File: src/hw/ddhp_defines.svh
// Purpose: Shared constants for the display driver host port
// Assumes: Included by bare name
// Notes: Command codes, field positions, reset values and counts
`ifndef DDHP_DEFINES_SVH
`define DDHP_DEFINES_SVH
`define DDHP_DATA_W 18
`define DDHP_FIFO_DEPTH 32
`define DDHP_SER_BITS 4'h8
`define DDHP_CMD_REMAP_FORMAT 8'hA0
`define DDHP_CMD_CONTRAST 8'hC1
`define DDHP_CMD_MASTER_CURRENT 8'hC7
`define DDHP_CMD_DISPLAY_OFF 8'hAE
`define DDHP_CMD_DISPLAY_ON 8'hAF
`define DDHP_REMAP_WIDTH_BIT 3
`define DDHP_CONTRAST_RST 8'h80
`define DDHP_MASTER_RST 4'hF
`endif

File: src/hw/ddhp_pkg.sv
// Purpose: Types for the display driver host port
// Assumes: Nothing
// Notes: Bus modes chosen by straps
package ddhp_pkg;
    typedef enum logic [1:0] {
        DDHP_BUS_SERIAL,
        DDHP_BUS_MOTO,
        DDHP_BUS_INTEL
    } ddhp_bus_e;
    typedef logic [17:0] ddhp_word_t;
endpackage

File: src/hw/ddhp_fifo.sv
// Purpose: Pixel data FIFO with valid/ready on both sides
// Assumes: Single clock, synchronous active high reset
// Notes: Read data comes from a register
`timescale 1ns/10ps
module ddhp_fifo #(
    parameter int WIDTH = 18,
    parameter int DEPTH = 32
) (
    // Clock and reset
    input wire logic i_clk,
    input wire logic i_rst,
    // Fill side
    input wire logic i_in_valid,
    input wire logic [WIDTH-1:0] i_in_data,
    output logic o_in_ready,
    // Drain side
    output logic o_out_valid,
    output logic [WIDTH-1:0] o_out_data,
    input wire logic i_out_ready
);
    localparam int AW = $clog2(DEPTH);
    logic [WIDTH-1:0] mem [DEPTH];
    logic [AW-1:0] wr_ff, nxt_wr;
    logic [AW-1:0] rd_ff, nxt_rd;
    logic [AW:0] cnt_ff, nxt_cnt;
    logic vld_ff, nxt_vld;
    logic rdy_ff, nxt_rdy;
    logic [WIDTH-1:0] dat_ff, nxt_dat;
    logic push, pop, load;

    always_comb begin
        push = i_in_valid && rdy_ff;
        load = (cnt_ff != '0) && (!vld_ff || i_out_ready);
        pop = load;
        nxt_wr = push ? wr_ff + 1'b1 : wr_ff;
        nxt_rd = pop ? rd_ff + 1'b1 : rd_ff;
        nxt_cnt = cnt_ff + {{AW{1'b0}}, push} - {{AW{1'b0}}, pop};
        nxt_rdy = (nxt_cnt != (AW+1)'(DEPTH));
        nxt_vld = load ? 1'b1 : (i_out_ready ? 1'b0 : vld_ff);
        nxt_dat = load ? mem[rd_ff] : dat_ff;
    end

    always_ff @(posedge i_clk) begin
        if (push) begin
            mem[wr_ff] <= i_in_data;
        end
        if (i_rst) begin
            wr_ff <= '0;
            rd_ff <= '0;
            cnt_ff <= '0;
            vld_ff <= 1'b0;
            rdy_ff <= 1'b1;
            dat_ff <= '0;
        end else begin
            wr_ff <= nxt_wr;
            rd_ff <= nxt_rd;
            cnt_ff <= nxt_cnt;
            vld_ff <= nxt_vld;
            rdy_ff <= nxt_rdy;
            dat_ff <= nxt_dat;
        end
    end

    assign o_in_ready = rdy_ff;
    assign o_out_valid = vld_ff;
    assign o_out_data = dat_ff;
endmodule

File: src/hw/ddhp_serial.sv
// Purpose: Serial byte assembler for the host port
// Assumes: Inputs already synchronised to i_clk
// Notes: Emits one byte pulse on every eighth rising serial clock
`timescale 1ns/10ps
`include "ddhp_defines.svh"
module ddhp_serial (
    // Clock and reset
    input wire logic i_clk,
    input wire logic i_rst,
    // Synchronised serial lines
    input wire logic i_en,
    input wire logic i_sclk,
    input wire logic i_serial_data_in,
    input wire logic i_dc,
    // Assembled byte
    output logic o_byte_vld,
    output logic [7:0] o_byte,
    output logic o_byte_dc
);
    logic sclk_d_ff, nxt_sclk_d;
    logic [7:0] sh_ff, nxt_sh;
    logic [3:0] cnt_ff, nxt_cnt;
    logic vld_ff, nxt_vld;
    logic [7:0] byte_ff, nxt_byte;
    logic dc_ff, nxt_dc;
    logic rise;

    always_comb begin
        rise = i_sclk && !sclk_d_ff;
        nxt_sclk_d = i_sclk;
        nxt_sh = sh_ff;
        nxt_cnt = cnt_ff;
        nxt_vld = 1'b0;
        nxt_byte = byte_ff;
        nxt_dc = dc_ff;
        if (!i_en) begin
            nxt_cnt = 4'h0;
        end else if (rise) begin
            nxt_sh = {sh_ff[6:0], i_serial_data_in};
            nxt_cnt = cnt_ff + 4'h1;
            if (cnt_ff + 4'h1 == `DDHP_SER_BITS) begin
                nxt_cnt = 4'h0;
                nxt_vld = 1'b1;
                nxt_byte = {sh_ff[6:0], i_serial_data_in};
                nxt_dc = i_dc;
            end
        end
    end

    always_ff @(posedge i_clk) begin
        if (i_rst) begin
            sclk_d_ff <= 1'b0;
            sh_ff <= 8'h00;
            cnt_ff <= 4'h0;
            vld_ff <= 1'b0;
            byte_ff <= 8'h00;
            dc_ff <= 1'b0;
        end else begin
            sclk_d_ff <= nxt_sclk_d;
            sh_ff <= nxt_sh;
            cnt_ff <= nxt_cnt;
            vld_ff <= nxt_vld;
            byte_ff <= nxt_byte;
            dc_ff <= nxt_dc;
        end
    end

    assign o_byte_vld = vld_ff;
    assign o_byte = byte_ff;
    assign o_byte_dc = dc_ff;
endmodule

File: src/hw/ddhp_top.sv
// Purpose: Host port of a colour dot-matrix display driver
// Assumes: All pins asynchronous to i_clk; 125 MHz clock
// Notes: Pixel words enter a FIFO; commands go to o_cmd_*
`timescale 1ns/10ps
`include "ddhp_defines.svh"
module ddhp_top
    import ddhp_pkg::*;
#(
    parameter int DATA_W = `DDHP_DATA_W,
    parameter int FIFO_DEPTH = `DDHP_FIFO_DEPTH
) (
    // Clock and reset
    input wire logic i_clk,
    input wire logic i_rst,
    input wire logic i_reset_n_pin,
    // Straps
    input wire logic i_bus_width_strap,
    input wire logic i_bus_style_strap,
    input wire logic i_parallel_serial_strap,
    input wire logic i_osc_source_strap,
    // Host bus controls
    input wire logic i_cs_n,
    input wire logic i_dc,
    input wire logic i_en_rd_n,
    input wire logic i_rw_wr_n,
    // Data bus pins
    input wire logic [DATA_W-1:0] i_data,
    output logic [DATA_W-1:0] o_data,
    output logic [DATA_W-1:0] o_data_oe,
    // Read-back word from display memory
    input wire ddhp_pkg::ddhp_word_t i_rd_word,
    // Pixel stream toward display memory
    output logic o_pix_valid,
    output ddhp_pkg::ddhp_word_t o_pix_data,
    input wire logic i_pix_ready,
    output logic o_fifo_ready,
    // Command stream
    output logic o_cmd_valid,
    output logic [7:0] o_cmd_byte,
    output logic o_cmd_is_data,
    // Status
    output ddhp_pkg::ddhp_bus_e o_bus_mode,
    output logic o_bus_width_soft_bit,
    output logic o_use_int_osc,
    output logic o_drivers_hiz,
    output logic [7:0] o_contrast_a,
    output logic [7:0] o_contrast_b,
    output logic [7:0] o_contrast_c,
    output logic [3:0] o_master_current,
    output logic [4:0] o_scale_factor
);
    import ddhp_pkg::*;

    localparam int NS = 8;
    logic [NS-1:0] s1_ff, s2_ff;
    logic [DATA_W-1:0] d1_ff, d2_ff;
    logic rst_all;
    logic sync_rst_n, cs_n, dc, strb, rw;
    logic strap_w, strap_s, strap_p, strap_o;

    always_ff @(posedge i_clk) begin
        if (i_rst) begin
            s1_ff <= '1;
            s2_ff <= '1;
            d1_ff <= '0;
            d2_ff <= '0;
        end else begin
            s1_ff <= {i_reset_n_pin, i_cs_n, i_dc, i_en_rd_n, i_rw_wr_n,
                      i_bus_width_strap, i_bus_style_strap,
                      i_parallel_serial_strap ^ i_osc_source_strap ^ 1'b0};
            s2_ff <= s1_ff;
            d1_ff <= i_data;
            d2_ff <= d1_ff;
        end
    end

    // Parallel/serial and oscillator strap bits separately synchronised
    logic [1:0] ps1_ff, ps2_ff;
    always_ff @(posedge i_clk) begin
        if (i_rst) begin
            ps1_ff <= 2'b11;
            ps2_ff <= 2'b11;
        end else begin
            ps1_ff <= {i_parallel_serial_strap, i_osc_source_strap};
            ps2_ff <= ps1_ff;
        end
    end

    always_comb begin
        sync_rst_n = s2_ff[7];
        cs_n = s2_ff[6];
        dc = s2_ff[5];
        strb = s2_ff[4];
        rw = s2_ff[3];
        strap_w = s2_ff[2];
        strap_s = s2_ff[1];
        strap_p = ps2_ff[1];
        strap_o = ps2_ff[0];
        rst_all = i_rst || !sync_rst_n;
    end

    // Bus state
    logic stb_d_ff, nxt_stb_d;
    logic rw_d_ff, nxt_rw_d;
    logic pvld_ff, nxt_pvld;
    ddhp_word_t pword_ff, nxt_pword;
    logic cvld_ff, nxt_cvld;
    logic [7:0] cbyte_ff, nxt_cbyte;
    logic cdat_ff, nxt_cdat;
    logic [DATA_W-1:0] dout_ff, nxt_dout;
    logic [DATA_W-1:0] doe_ff, nxt_doe;
    ddhp_word_t rdpipe_ff, nxt_rdpipe;
    ddhp_bus_e mode_ff, nxt_mode;
    logic soft_ff, nxt_soft;
    logic osc_ff, nxt_osc;
    logic off_ff, nxt_off;
    logic [7:0] con_ff [3];
    logic [7:0] nxt_con [3];
    logic [3:0] mst_ff, nxt_mst;
    logic [1:0] arg_ff, nxt_arg;
    logic [7:0] op_ff, nxt_op;
    logic [DATA_W-1:0] wmask;
    logic active, wr_go, rd_go, rd_end;
    logic ser_vld, ser_dc, fifo_rdy;
    logic [7:0] ser_byte;
    logic cmd_go, cmd_dc;
    logic [7:0] cmd_b;

    always_comb begin
        nxt_stb_d = strb;
        nxt_mode = mode_ff;
        if (!strap_p) begin
            nxt_mode = DDHP_BUS_SERIAL;
        end else if (strap_s) begin
            nxt_mode = DDHP_BUS_INTEL;
        end else begin
            nxt_mode = DDHP_BUS_MOTO;
        end
        nxt_osc = strap_o;
        // width mask from bus width strap and soft bit
        case ({strap_w, soft_ff})
            2'b00: wmask = 18'h0_00FF;
            2'b01: wmask = 18'h0_01FF;
            2'b10: wmask = 18'h0_FFFF;
            default: wmask = 18'h3_FFFF;
        endcase
        active = !cs_n;
        wr_go = 1'b0;
        rd_go = 1'b0;
        rd_end = 1'b0;
        case (mode_ff)
            DDHP_BUS_MOTO: begin
                rd_go = active && strb && !stb_d_ff && rw;
                rd_end = !strb && stb_d_ff;
                wr_go = active && !strb && stb_d_ff && !rw;
            end
            DDHP_BUS_INTEL: begin
                rd_go = active && !strb && stb_d_ff;
                rd_end = strb;
                // write latched on rising write strobe
                wr_go = active && rw && !rw_d_ff;
            end
            default: begin
                wr_go = 1'b0;
            end
        endcase
    end

    assign nxt_rw_d = rw;

    // line 0 clock, line 1 data
    ddhp_serial u_serial (
        .i_clk(i_clk),
        .i_rst(rst_all),
        .i_en(active && (mode_ff == DDHP_BUS_SERIAL)),
        .i_sclk(d2_ff[0]),
        .i_serial_data_in(d2_ff[1]),
        .i_dc(dc),
        .o_byte_vld(ser_vld),
        .o_byte(ser_byte),
        .o_byte_dc(ser_dc)
    );

    always_comb begin
        cmd_go = ser_vld || wr_go;
        cmd_dc = ser_vld ? ser_dc : dc;
        cmd_b = ser_vld ? ser_byte : d2_ff[7:0];
        nxt_pvld = 1'b0;
        nxt_pword = pword_ff;
        nxt_cvld = 1'b0;
        nxt_cbyte = cbyte_ff;
        nxt_cdat = cdat_ff;
        nxt_soft = soft_ff;
        nxt_off = off_ff;
        nxt_con = con_ff;
        nxt_mst = mst_ff;
        nxt_arg = arg_ff;
        nxt_op = op_ff;
        nxt_dout = dout_ff;
        nxt_doe = doe_ff;
        nxt_rdpipe = rdpipe_ff;
        if (cmd_go) begin
            nxt_cvld = 1'b1;
            nxt_cbyte = cmd_b;
            nxt_cdat = cmd_dc;
            if (cmd_dc) begin
                nxt_pvld = fifo_rdy;
                nxt_pword = ser_vld ? {10'h000, ser_byte}
                                    : (d2_ff & wmask);
            end else if (arg_ff != 2'b00) begin
                nxt_arg = arg_ff - 2'b01;
                case (op_ff)
                    `DDHP_CMD_REMAP_FORMAT: begin
                        nxt_soft = cmd_b[`DDHP_REMAP_WIDTH_BIT];
                    end
                    `DDHP_CMD_CONTRAST: begin
                        nxt_con[3 - arg_ff] = cmd_b;
                    end
                    `DDHP_CMD_MASTER_CURRENT: begin
                        nxt_mst = cmd_b[3:0];
                    end
                    default: begin
                        nxt_arg = 2'b00;
                    end
                endcase
            end else begin
                nxt_op = cmd_b;
                case (cmd_b)
                    `DDHP_CMD_REMAP_FORMAT: nxt_arg = 2'b01;
                    `DDHP_CMD_CONTRAST: nxt_arg = 2'b11;
                    `DDHP_CMD_MASTER_CURRENT: nxt_arg = 2'b01;
                    `DDHP_CMD_DISPLAY_OFF: nxt_off = 1'b1;
                    `DDHP_CMD_DISPLAY_ON: nxt_off = 1'b0;
                    default: nxt_arg = 2'b00;
                endcase
            end
        end
        if (rd_go && !cs_n) begin
            nxt_dout = rdpipe_ff & wmask;
            nxt_doe = wmask;
            nxt_rdpipe = i_rd_word;
        end else if (rd_end || cs_n) begin
            nxt_doe = '0;
        end
    end

    ddhp_fifo #(
        .WIDTH(DATA_W),
        .DEPTH(FIFO_DEPTH)
    ) u_fifo (
        .i_clk(i_clk),
        .i_rst(rst_all),
        .i_in_valid(pvld_ff),
        .i_in_data(pword_ff),
        .o_in_ready(fifo_rdy),
        .o_out_valid(o_pix_valid),
        .o_out_data(o_pix_data),
        .i_out_ready(i_pix_ready)
    );

    always_ff @(posedge i_clk) begin
        if (rst_all) begin
            stb_d_ff <= 1'b1;
            rw_d_ff <= 1'b1;
            pvld_ff <= 1'b0;
            pword_ff <= '0;
            cvld_ff <= 1'b0;
            cbyte_ff <= 8'h00;
            cdat_ff <= 1'b0;
            dout_ff <= '0;
            doe_ff <= '0;
            rdpipe_ff <= '0;
            mode_ff <= DDHP_BUS_SERIAL;
            soft_ff <= 1'b0;
            osc_ff <= 1'b1;
            off_ff <= 1'b1;
            con_ff <= '{`DDHP_CONTRAST_RST, `DDHP_CONTRAST_RST,
                        `DDHP_CONTRAST_RST};
            mst_ff <= `DDHP_MASTER_RST;
            arg_ff <= 2'b00;
            op_ff <= 8'h00;
        end else begin
            stb_d_ff <= nxt_stb_d;
            rw_d_ff <= nxt_rw_d;
            pvld_ff <= nxt_pvld;
            pword_ff <= nxt_pword;
            cvld_ff <= nxt_cvld;
            cbyte_ff <= nxt_cbyte;
            cdat_ff <= nxt_cdat;
            dout_ff <= nxt_dout;
            doe_ff <= nxt_doe;
            rdpipe_ff <= nxt_rdpipe;
            mode_ff <= nxt_mode;
            soft_ff <= nxt_soft;
            osc_ff <= nxt_osc;
            off_ff <= nxt_off;
            con_ff <= nxt_con;
            mst_ff <= nxt_mst;
            arg_ff <= nxt_arg;
            op_ff <= nxt_op;
        end
    end

    // scale factor is master plus one
    logic [4:0] scale_ff;
    always_ff @(posedge i_clk) begin
        if (rst_all) begin
            scale_ff <= 5'h10;
        end else begin
            scale_ff <= {1'b0, nxt_mst} + 5'h01;
        end
    end

    assign o_data = dout_ff;
    assign o_data_oe = doe_ff;
    assign o_fifo_ready = fifo_rdy;
    assign o_cmd_valid = cvld_ff;
    assign o_cmd_byte = cbyte_ff;
    assign o_cmd_is_data = cdat_ff;
    assign o_bus_mode = mode_ff;
    assign o_bus_width_soft_bit = soft_ff;
    assign o_use_int_osc = osc_ff;
    assign o_drivers_hiz = off_ff;
    assign o_contrast_a = con_ff[0];
    assign o_contrast_b = con_ff[1];
    assign o_contrast_c = con_ff[2];
    assign o_master_current = mst_ff;
    assign o_scale_factor = scale_ff;
endmodule

File: config.mk
export PLATFORM = sky130hd
export DESIGN_NAME = ddhp_top
export DESIGN_NICKNAME = d
export VERILOG_FILES = /design/src/hw/ddhp_pkg.sv /design/src/hw/ddhp_fifo.sv /design/src/hw/ddhp_serial.sv /design/src/hw/ddhp_top.sv
export VERILOG_INCLUDE_DIRS = /design/src /design/src/hw
export SDC_FILE = /design/constraint.sdc
export NUM_CORES = 1
export LEC_CHECK = 0
export ABC_AREA = 0
export ABC_CLOCK_PERIOD_IN_PS = 8850
export BUFFER_PORTS_ARGS = -buffer_cell sky130_fd_sc_hd__buf_2
export CAP_MARGIN = 20
export CORE_AREA = 2 2 231 233
export DETAILED_ROUTE_END_ITERATION = 10
export DIE_AREA = 0 0 233 235
export GPL_ROUTABILITY_DRIVEN = 0
export PLACE_DENSITY = 0.76
export SLEW_MARGIN = 30
export SYNTH_ARGS = -nofsm -noshare
export SYNTH_HDL_FRONTEND = slang
export SYNTH_SLANG_ARGS = --single-unit
File: constraint.sdc
create_clock -name i_clk -period 8.85 [get_ports i_clk]
set_input_delay 0 -clock i_clk [delete_from_list [all_inputs] [get_ports i_clk]]
set_output_delay 0 -clock i_clk [all_outputs]
set_load 0.01 [all_outputs]
Word-level counts from Yosys, hierarchy flattened
Memories as Yosys holds them, arrays and structs flattened. A register that Yosys moved wholly into a read port is not among the register bits.
Index checks and enable logic that the tools add are counted.
{ "totals": {"ff_bits": 229, "mem_count": 1, "ramBits": 576, "latchBits": 0, "word_cells": 151, "romBits": 0, "output_inout_bits": 104, "in_bits": 48} }
{ "mem_list": {"columns": ["memory", "words", "word_bits", "read_ports", "rd_ports_with_merged_regs", "wr", "line_no", "text"], "rows": [
  ["u_fifo.mem", 32, 18, 1, 1, 1, "ddhp_fifo.sv:22", "logic [WIDTH-1:0] mem [DEPTH];"]
]} }
{ "classes": {"reduce_logical": 49, "magnitude_cmp": 2, "add_sub_neg": 8, "n_mux": 28, "n_div": 0, "shift": 0, "bitwise": 10, "eq_ne": 15, "n_mul": 0} }
{ "ops": {"columns": ["op", "count"], "rows": [
  ["8-bit equality test, second input constant", 8],
  ["18-bit two-way mux", 3],
  ["18-bit case mux with 3 select lines", 1],
  ["18-bit bitwise AND", 2],
  ["33-bit by 3-bit greater-or-equal comparator with 1-bit output, second input constant", 1],
  ["33-bit by 1-bit < comparator with 1-bit output, second input constant", 1],
  ["32-bit inverter with 33-bit output", 1],
  ["24-bit bitwise mux", 1],
  ["4-bit two-way mux", 5],
  ["8-bit demux with 2-bit select", 1],
  ["8-bit two-way mux", 2],
  ["1-bit logical AND", 15],
  ["4-bit AND reduction", 3],
  ["5-bit by 1-bit adder with 5-bit output, second input constant", 2],
  ["3-bit AND reduction", 3],
  ["3-bit OR reduction", 3],
  ["1-bit zero test", 8],
  ["1-bit case mux with 2 select lines", 4],
  ["2-bit nonzero test", 4],
  ["2-bit OR reduction", 4],
  ["1-bit two-way mux", 7],
  ["6-bit by 1-bit adder with 6-bit output", 1],
  ["2-bit two-way mux", 3],
  ["6-bit != test, second input constant", 1],
  ["16 further kinds", 28]
]} }

Longest topological paths before layout
Gate-level depths: netlist of the first run.
{ "logic_depth": {"word_depth": 8, "ltp_mapped": 14, "depth_no_buf": 14} }

Modules after synthesis
A second synthesis of the first run with hierarchy kept.
{ "hier_totals": {"hier_cells": 1905, "area_unflattened_um2": 30828.3} }
{ "modules_own_cells": {"columns": ["module", "cells_per_inst", "seq_area_each_um2", "area_per_inst_um2", "n_inst"], "rows": [
  ["ddhp_fifo", 1139, 18017.3, 23486.3, 1],
  ["ddhp_top", 674, 3463.3, 6402.4, 1],
  ["ddhp_serial", 92, 440.4, 939.7, 1]
]} }

Worst setup path before layout of the first run
No wires, ideal clock.
{ "synth_path": {"path_type": "register to register", "startpoint": "register u_fifo.cnt_ff[2]", "endpoint": "register u_fifo.rdy_ff (netlist: u_fifo.o_in_ready)", "path_stages_with_launch": 15, "setup_ns": 0.134, "path_buffers": 0, "required_ns": 8.716, "arrival_time_ns": 2.726, "slack_ns": 5.990, "synth_period_minus_slack_ns": 2.860, "path_cell_list": "dfxtp_1 > inv_1 > ha_1 > nand2_1 > nor3_1 > a21oi_1 > ha_1 > inv_1 > ha_1 > a21o_1 > a21oi_1 > o21bai_1 > a21oi_1 > xnor2_1 > or4_1"} }
{ "synth_via": {"elab_chain_cells": 4, "elab_cells_between_ends": 5, "classes_between": "add/sub (2); eq/ne (1); reduce/logical (2)"} }
{ "synth_lines": {"columns": ["item", "line_no", "text"], "rows": [
  ["start, declared", "ddhp_fifo.sv:25", "logic [AW:0] cnt_ff, nxt_cnt;"],
  ["start signal, assigned", "ddhp_fifo.sv:57", "cnt_ff <= nxt_cnt;"],
  ["6-bit nonzero test", "ddhp_fifo.sv:33", "load = (cnt_ff != '0) && (!vld_ff || i_out_ready);"],
  ["1-bit logical AND", "ddhp_fifo.sv:33", null],
  ["net u_fifo.load", "ddhp_fifo.sv:29", "logic push, pop, load;"],
  ["6-bit by 1-bit subtractor with 6-bit output", "ddhp_fifo.sv:37", "nxt_cnt = cnt_ff + {{AW{1'b0}}, push} - {{AW{1'b0}}, pop};"],
  ["6-bit != test", "ddhp_fifo.sv:38", "nxt_rdy = (nxt_cnt != (AW+1)'(DEPTH));"],
  ["end signal, assigned", "ddhp_fifo.sv:59", "rdy_ff <= nxt_rdy;"],
  ["end, declared", "ddhp_fifo.sv:27", "logic rdy_ff, nxt_rdy;"]
]} }
The timed path passes the listed nets, and every way through them passes these cells.
A chain may end at the register's enable or synchronous reset.

==> results of run 1 <==
==> worst max-delay path, cell delays in order (launching register included) <==
cell and delay [ns]:
dfxtp_4 0.55, buf_4 0.70, buf_4 0.68, mux4_2 0.59, a22oi_1 0.20, nand2_1 0.14
a32o_1 0.27
==> metal layers <==
metal | wire length, µm | part of all wire (%) | track usage, % | vias to the layer above
met2 | 35950 | 51 | 44.04 | 847
met5 | 0 | 0 | 0 | -
met1 | 27500 | 39 | 34.99 | 8910
li1 | - | - | - | 7729
met3 | 5820 | 8.2 | 4.721 | 116
met4 | 1539 | 2.2 | 8.357 | 0
==> layout by cell type, fill, tap and decap left out, types with 18 or more instances in the layout <==
| cell type | netlist | final |
|---|---|---|
| a211oi_1 | 62 | 62 |
| inv_1 | 18 | 18 |
| dfxtp_2 | 0 | 19 |
| a21oi_1 | 87 | 86 |
| nand3_1 | 29 | 28 |
| dlygate4sd3_1 | 0 | 54 |
| mux2i_1 | 98 | 97 |
| dfxtp_1 | 231 | 209 |
| nor2_1 | 131 | 114 |
| a32o_1 | 18 | 18 |
| nand2_1 | 146 | 146 |
| ha_1 | 23 | 23 |
| a22oi_1 | 30 | 30 |
| edfxtp_1 | 576 | 576 |
| clkbuf_16 | 0 | 85 |
| nor2b_1 | 41 | 40 |
| buf_4 | 15 | 50 |
| buf_2 | 35 | 151 |
| mux4_2 | 112 | 112 |
| or2_2 | 21 | 21 |
==> power by group <==
group          internal (µW)  switching, µW  total, µW
combinational            444            555        999
clock                   2090           1400       3490
sequential              4060           91.1       4150
total                   6590           2050       8640
==> cells by family (layout without fill, tap and decap cells) <==
group | count (synthesis) | count (layout) | synth area share (%)
AOI/OAI and AO/OA | 268 | 268 | 6.026
adders and majority gates | 24 | 24 | 1.010
DFF | 807 | 807 | 71.92
muxes | 210 | 210 | 11.49
and+or+nand+nor | 440 | 440 | 6.769
buffers and inverters | 148 | 423 | 2.356
xor gates and xnor gates | 15 | 15 | 0.4310
==> cell type report <==
| cell class | count | area [µm²] |
|---|---|---|
| multi-input combinational | 957 | 7944 |
| fill | 3294 | 16970 |
| sequential | 807 | 21960 |
| clock inverter | 42 | 454.2 |
| tap | 688 | 860.8 |
| timing repair buffer | 257 | 1694 |
| inverter | 19 | 71.32 |
| clock buffer | 105 | 2286 |
==> final timing paths <==
path                                                    from                           endpoint  slack [ns]  cells past startpoint
worst min register to register           s1_ff[5]$_SDFF_PP1_                s2_ff[5]$_SDFF_PP1_        0.41                      1
worst max register to register  u_fifo.rd_ff[0]$_SDFFE_PP0P_  u_fifo.o_out_data[2]$_SDFFE_PP0P_        5.52                      6
worst max-delay path            u_fifo.rd_ff[0]$_SDFFE_PP0P_  u_fifo.o_out_data[2]$_SDFFE_PP0P_        5.52                      6
worst min-delay path                                    i_dc                s1_ff[5]$_SDFF_PP1_         0.1                      3
==> flip-flops by register name, summed over array words and instances, names as in the netlist, 18 cells and up <==
signal and count:
d1_ff 18, d2_ff 18, o_data 18, pword_ff 18
rdpipe_ff 18, u_fifo.mem 576, u_fifo.o_out_data 18
==> cells in the mapped netlist, drive strengths merged, types with 10 or more instances <==
cell / count / area (µm²)
a211oi: 62 / 465.5
mux4: 112 / 2522
and2: 11 / 68.82
a22oi: 30 / 225.2
a21oi: 89 / 452.9
o22ai: 16 / 100.1
nor2: 132 / 498.0
o221ai: 15 / 131.4
nor2b: 41 / 256.5
nand2b: 11 / 68.82
inv: 18 / 67.56
buf: 66 / 409.2
ha: 23 / 287.8
nand2: 146 / 548.0
or2: 21 / 131.4
a32o: 18 / 180.2
nand3: 29 / 145.1
mux2i: 98 / 980.9
edfxtp: 576 / 17300
nand3b: 10 / 75.07
o21ai: 10 / 50.05
dfxtp: 231 / 4624
clkbuf: 63 / 237.7
==> stage by stage <==
| stage | power, µW | area (µm²) | cells | worst slack [ns] |
|---|---|---|---|---|
| floorplan | 4908 | 30480 | 1912 | 5.990 |
| global placement | 5190 | 31930 | 2674 | 5.521 |
| detailed placement | 5217 | 31960 | 2674 | 5.462 |
| CTS | 8681 | 35240 | 2875 | 5.480 |
| global route | 8901 | 35270 | 2875 | 5.287 |
| finish | 8638 | 35270 | 2875 | 5.520 |
==> PnR_summary.wiki, run 1 <==
{| class="wikitable"
! Metric !! Value
|-
| Result of the run || complete, no violations
|-
| Number of sinks handled by clock tree synthesis || 807
|-
| Number of hold violations in the final report || 0
|-
| Total routing resource utilization after global routing || 26.25%
|-
| Ys flop type || edfxtp_1
|-
| Max-capacitance violation count || 0
|-
| Maximum root-to-sink buffer count || 3
|-
| DRT Pass-1 Iters || 5
|-
| Tcrit/Tclk final || ~38%
|-
| Crit Path Category || reg -> reg
|-
| Net count, final || 2,193
|-
| Area inside the core boundary || 52,240 µm²
|-
| Starting DRC count in detailed routing || 1,692
|-
| Worst Path Required || 9.36 ns
|-
| Util after Layout || 67.51%
|-
| Worst IR drop on VDD || 0.1419 mV
|-
| Slew of the pin with the lowest slew margin || 0.9726 ns
|-
| Min-Delay Path Class || in -> reg
|-
| Antenna violations before repair || 0
|-
| Clk slew on worst S/H paths || 0.07 ns
|-
| Ant diodes || 0
|-
| Number of hold buffers added after CTS || 54
|-
| Post-synth cell types || 65
|-
| Sort of element at the start of the critical path || register
|-
| Total of endpoints with negative setup slack in the final report || 0
|-
| Synthesized netlist cell count || about 1,900
|-
| Die X-Extent || 233 µm
|-
| Mean cell area of the mapped netlist || 15.94 µm²
|-
| Share of the yosys chip area belonging to registers || between 70% and 80%
|-
| Final setup TNS || 0 ns
|-
| Area of the die || 54,760 µm²
|-
| Antenna violation net count after detailed routing || 0
|-
| Critical path peak fanout || 42
|-
| Cell Area, Synth || 30,480 µm²
|-
| Insertion delay of the later-clocked pin in the worst-skew pair || approximately 0.62 ns
|-
| Post-layout min period || roughly 3.3 ns
|-
| H-Tree Level Count || 3
|-
| Post-CTS Repair Setup Buffers || 0
|-
| Maximum number of pins on one net before global-route repair || 113
|-
| Number of global-route vias before repair || around 18,000
|-
| Detailed Route WL || 70,800 µm
|-
| Max_slew headroom || 35.16%
|-
| Wire length per cell || ~25 µm
|-
| Async SR Flop Fraction || 0%
|-
| Starting density of the core || 58.35%
|-
| GR Overflow Total || 0
|-
| Vertical extent of the die || 235 µm
|-
| Arrival time of the worst setup path || ~3.8 ns
|-
| Worst hold slack || 0.09998 ns
|-
| Total power per unit cell area || between 200 and 250 nW/µm²
|-
| Unrepaired setup endpoints after global routing || false
|-
| Fraction of final layout cells with drive strength greater than 1 || a little under a quarter
|-
| Achievable frequency || ~300 MHz
|-
| Setup clock skew after layout || 0.03178 ns
|-
| Leakage Power || 0.01264 µW
|-
| Root cell of the clock tree || clkbuf_16
|-
| Top-level I/O count || 152
|-
| Critical Path Sink Type || register
|-
| Quantity of gates resized following cts || 0
|-
| Number of clock buffers inserted by TritonCTS || 79
|-
| Number of warnings reported in the yosys synthesis log || 0
|-
| Number of flops mapped to enable cells by yosys || ~580
|-
| Half-perimeter wire length of the detailed placement result || about 41,000 µm
|-
| Area growth from synthesis to layout || 15.70%
|-
| Net count after synthesis || 1,984
|-
| Number of max-slew violations in the final report || 0
|-
| Row Count || 84
|-
| Mean number of vias per cell || 6.122
|-
| Number of register bits inferred by synthesis || between 800 and 900
|-
| TritonCTS clock tree || yes
|-
| DRC violations left || 0
|-
| Global-route wire length before repair || 108,500 µm
|-
| Vias || between 15,000 and 20,000
|-
| Number of I/O port buffers || 151
|}
Note: power is estimated with default switching activity, not from simulation.
==> run 2, diff against run 1 <==
--- a/config.mk
+++ b/config.mk
@@ -7,14 +7,14 @@
 export NUM_CORES = 1
 export LEC_CHECK = 0
 export ABC_AREA = 0
-export ABC_CLOCK_PERIOD_IN_PS = 8850
+export ABC_CLOCK_PERIOD_IN_PS = 2900
 export BUFFER_PORTS_ARGS = -buffer_cell sky130_fd_sc_hd__buf_2
 export CAP_MARGIN = 20
-export CORE_AREA = 2 2 231 233
+export CORE_AREA = 2 2 239 241
 export DETAILED_ROUTE_END_ITERATION = 10
-export DIE_AREA = 0 0 233 235
+export DIE_AREA = 0 0 241 243
 export GPL_ROUTABILITY_DRIVEN = 0
-export PLACE_DENSITY = 0.76
+export PLACE_DENSITY = 0.75
 export SLEW_MARGIN = 30
 export SYNTH_ARGS = -nofsm -noshare
 export SYNTH_HDL_FRONTEND = slang
==> constraint.sdc (replaced) <==
create_clock -name i_clk -period 2.9 [get_ports i_clk]
set_input_delay 0 -clock i_clk [delete_from_list [all_inputs] [get_ports i_clk]]
set_output_delay 0 -clock i_clk [all_outputs]
set_load 0.01 [all_outputs]
==> run 2 against run 1 <==
Compared with the run above: global-route usage fell by 1.0 points; clock skew rose by 0.0017 ns; combinational power rose to 3.4 times the previous value; maximum frequency rose by 19%; core utilization fell by 3.6 points; die area rose by 7.0%; worst setup slack got worse by 5.4 ns.
==> PnR_summary.wiki, run 2 (synthesis results as in run 1) <==
{| class="wikitable"
! Metric !! Value
|-
| Max_slew headroom || 52.89% (+18 points)
|-
| Total power per unit cell area || 728.6 nW/µm² (+200%)
|-
| Critical Path Sink Type || register
|-
| Vias || 17,890 (+1.6%)
|-
| Worst IR drop on VDD || 0.4821 mV (+240%)
|-
| Clk slew on worst S/H paths || 0.06 ns (about the same)
|-
| Number of flip-flops under the largest register name || 576 (unchanged)
|-
| Sort of element at the start of the critical path || register
|-
| Final setup TNS || 0 ns (unchanged)
|-
| TritonCTS clock tree || yes
|-
| Insertion delay of the later-clocked pin in the worst-skew pair || 0.62 ns (about the same)
|-
| Number of I/O port buffers || 151 (unchanged)
|-
| Leakage Power || 0.01291 µW (+2.1%)
|-
| Minimum setup slack among reg-to-reg paths || 0.1 ns (-5.42 ns)
|-
| Global-route wire length before repair || 110,800 µm (+2.2%)
|-
| Number of sinks handled by clock tree synthesis || 807 (unchanged)
|-
| Wire length per cell || 24.08 µm (-2.2%)
|-
| DRT Pass-1 Iters || 5 (unchanged)
|-
| Detailed Route WL || 72,430 µm (+2.3%)
|-
| H-Tree Level Count || 3 (unchanged)
|-
| Total routing resource utilization after global routing || 25.23% (-1.0 points)
|-
| Starting DRC count in detailed routing || 1,566 (-7.4%)
|-
| Post-DP Area || 32,540 µm² (+1.8%)
|-
| Clock share of power || 38.5% (-1.9 points)
|-
| Critical path peak fanout || 2 (-95%)
|-
| Number of clock buffers inserted by TritonCTS || 81 (+2.5%)
|-
| Mean number of vias per cell || 5.948 (-2.8%)
|-
| Tcrit/Tclk final || 96.63% (+59 points)
|-
| Number of non-filler instances in the completed layout || 3,008 (+4.6%)
|-
| Summed area of non-filler cells in the final layout || 35,780 µm² (+1.5%)
|-
| Leading cell types in the layout, fill and taps excluded || edfxtp_1 (576), dfxtp_1 (225), buf_2 (151)
|-
| Hold-critical path depth || 3 (unchanged)
|-
| Slew of the pin with the lowest slew margin || 0.7066 ns (-0.2660 ns)
|-
| GR Overflow Total || 0 (unchanged)
|-
| Maximum number of pins on one net before global-route repair || 123 (+8.8%)
|-
| Vertical extent of the die || 243 µm (+3.4%)
|-
| Antenna violation net count after detailed routing || 0 (unchanged)
|-
| Result of the run || complete, no violations
|-
| Area inside the core boundary || 55,950 µm² (+7.1%)
|-
| Number of placed cells counting well taps || 2,796 (+4.6%)
|-
| Antenna violations before repair || 0 (unchanged)
|-
| Maximum root-to-sink buffer count || 3 (unchanged)
|-
| Starting density of the core || 54.48% (-3.9 points)
|-
| Min-Delay Path Class || in -> reg
|-
| Number of hold violations in the final report || 0 (unchanged)
|-
| Die X-Extent || 241 µm (+3.4%)
|-
| Area occupied by registers || 21,940 µm² (about the same)
|-
| Number of max-slew violations in the final report || 0 (unchanged)
|-
| Worst reg2reg path depth || 14 (+8)
|-
| RR Startpoint || u_fifo.cnt_ff[2]$_SDFF_PP0_
|-
| Commonest non-fill, non-tap cell in the layout || edfxtp_1
|-
| DRC violations left || 0 (unchanged)
|-
| Half-perimeter wire length of the detailed placement result || 42,330 µm (+3.5%)
|-
| Internal power summed over all cells || 19,810 µW (+200%)
|-
| End of the worst register-to-register path || u_fifo.o_in_ready$_SDFF_PP1_
|-
| Startpoint of the most critical hold path || i_rw_wr_n
|-
| Max-capacitance violation count || 0 (unchanged)
|-
| Share of total power in sequential cells || 48.5% (+0.4 points)
|-
| Hold Path End || s1_ff[3]$_SDFF_PP1_
|-
| Setup clock skew after layout || 0.03347 ns (+0.001693 ns)
|-
| Power spent charging and discharging nets || 6264 µW (+210%)
|-
| Crit Path Category || reg -> reg
|-
| Switching share of total power || 24.03% (+0.32 points)
|-
| Arrival time of the worst setup path || 3.27 ns (-0.57 ns)
|-
| Top-level I/O count || 152 (unchanged)
|-
| Number of global-route vias before repair || 18,530 (+0.79%)
|-
| Largest register by flop count || u_fifo.mem
|-
| Area of the die || 58,560 µm² (+7.0%)
|-
| Achievable frequency || 356.8 MHz (+19%)
|-
| Post-layout min period || 2.802 ns (-0.5279 ns)
|-
| Net count, final || 2,262 (+3.1%)
|-
| Root cell of the clock tree || clkbuf_16
|-
| Worst Path Required || 3.37 ns (-5.99 ns)
|-
| Fraction of final layout cells with drive strength greater than 1 || 24.38% (+0.65 points)
|-
| Row Count || 87 (+3.6%)
|-
| Fraction of power consumed by combinational cells || 12.9% (+1.3 points)
|-
| Filler cells || 3,901 (+18%)
|-
| Area growth from synthesis to layout || 17.39%
|-
| Total of endpoints with negative setup slack in the final report || 0 (unchanged)
|-
| Ant diodes || 0 (unchanged)
|-
| Multi-input gate area in the final layout || 7939 µm² (about the same)
|}
-- run 2: cell types whose count changed in the layout (fill, tap and decap cells not counted), moves of 4 or more --
cell | before | now
buf_4 | 50 | 97
dfxtp_1 | 209 | 225
dfxtp_2 | 19 | 3
buf_12 | 0 | 11
dlygate4sd3_1 | 54 | 65
nor2_1 | 114 | 124
nor2_2 | 14 | 8
bufinv_16 | 9 | 5
clkbuf_1 | 11 | 15
clkbuf_16 | 85 | 81
nor2_4 | 4 | 0
-- run 2: metrics by stage --
stage	total power, µW	hold slack, ns	setup slack [ns]	utilization (%)
6_report	26070	0.1069	0.09767	63.95
5_1_grt	26970	0.09764	-0.05923	63.95
4_1_cts	26120	0.07710	0.06236	63.86
3_5_place_dp	16070	0.1859	-0.03391	58.15
3_3_place_gp	15980	0.1828	0.1131	58.14
2_1_floorplan	14970	0.1038	0.04011	-
-- run 2: how the worst max path moves through the flow --
| stage | endpoint | depth (start not counted) | startpoint | slack [ns] |
|---|---|---|---|---|
| 2_1_floorplan | u_fifo.o_in_ready$_SDFF_PP1_ | 14 | u_fifo.cnt_ff[2]$_SDFF_PP0_ | 0.04 |
| 3_3_place_gp | u_fifo.o_in_ready$_SDFF_PP1_ | 14 | u_fifo.cnt_ff[2]$_SDFF_PP0_ | 0.11 |
| 3_5_place_dp | u_fifo.o_in_ready$_SDFF_PP1_ | 14 | u_fifo.cnt_ff[2]$_SDFF_PP0_ | -0.03 |
| 4_1_cts | u_fifo.o_in_ready$_SDFF_PP1_ | 14 | u_fifo.cnt_ff[2]$_SDFF_PP0_ | 0.06 |
| 5_1_grt | u_fifo.o_in_ready$_SDFF_PP1_ | 14 | u_fifo.cnt_ff[2]$_SDFF_PP0_ | -0.06 |
| 6_report | u_fifo.o_in_ready$_SDFF_PP1_ | 14 | u_fifo.cnt_ff[2]$_SDFF_PP0_ | 0.1 |
-- run 2: metal layers --
| metal | GRT usage (%) | up-vias | routed length [µm] |
|---|---|---|---|
| met5 | 0 | - | 0 |
| met4 | 9.641 | 0 | 2401 |
| met3 | 5.004 | 147 | 6117 |
| met2 | 41.41 | 856 | 35710 |
| met1 | 33.34 | 9033 | 28200 |
| li1 | - | 7856 | - |
-- run 2: repair_timing --
| item | CTS | global route |
|---|---|---|
| hold buffers | 65 | 0 |
| pin swaps | 0 | 6 |
| endpoints found under the hold margin | 88 | 0 |
| setup buffers | 0 | 2 |
| endpoints found under the setup margin | 1 | 1 |
| cloned | 0 | 0 |
| gates resized for setup | 2 | 13 |
-- run 2: area by class of cell --
class	instances	area share [%]
clock buffers	106	6.158
clock inverters	39	0.9301
inverters	19	0.1993
multi-input cells	957	22.19
flip-flops and latches	807	61.30
well taps	756	2.643
repair buffers	324	6.581
-- run 2: power groups by stage --
stage | sequential [µW] | combinational [µW] | clock, µW
final | 12600 | 3380 | 10000
after global routing | 12700 | 3630 | 10700
after CTS | 12600 | 3300 | 10200
after detailed placement | 12900 | 3190 | 0
after global placement | 12900 | 3110 | 0
after floorplan | 12800 | 2220 | 0
-- run 2: critical path, stage by stage, from the launching register on --
cell	delay [ns]
dfxtp_2	0.33
inv_2	0.06
ha_2	0.17
nand2_2	0.07
nor3_4	0.23
a21oi_2	0.07
ha_1	0.29
inv_1	0.07
ha_4	0.16
fa_2	0.35
a21oi_2	0.12
o21bai_1	0.08
xnor2_1	0.21
nand2_1	0.08
or4_1	0.39
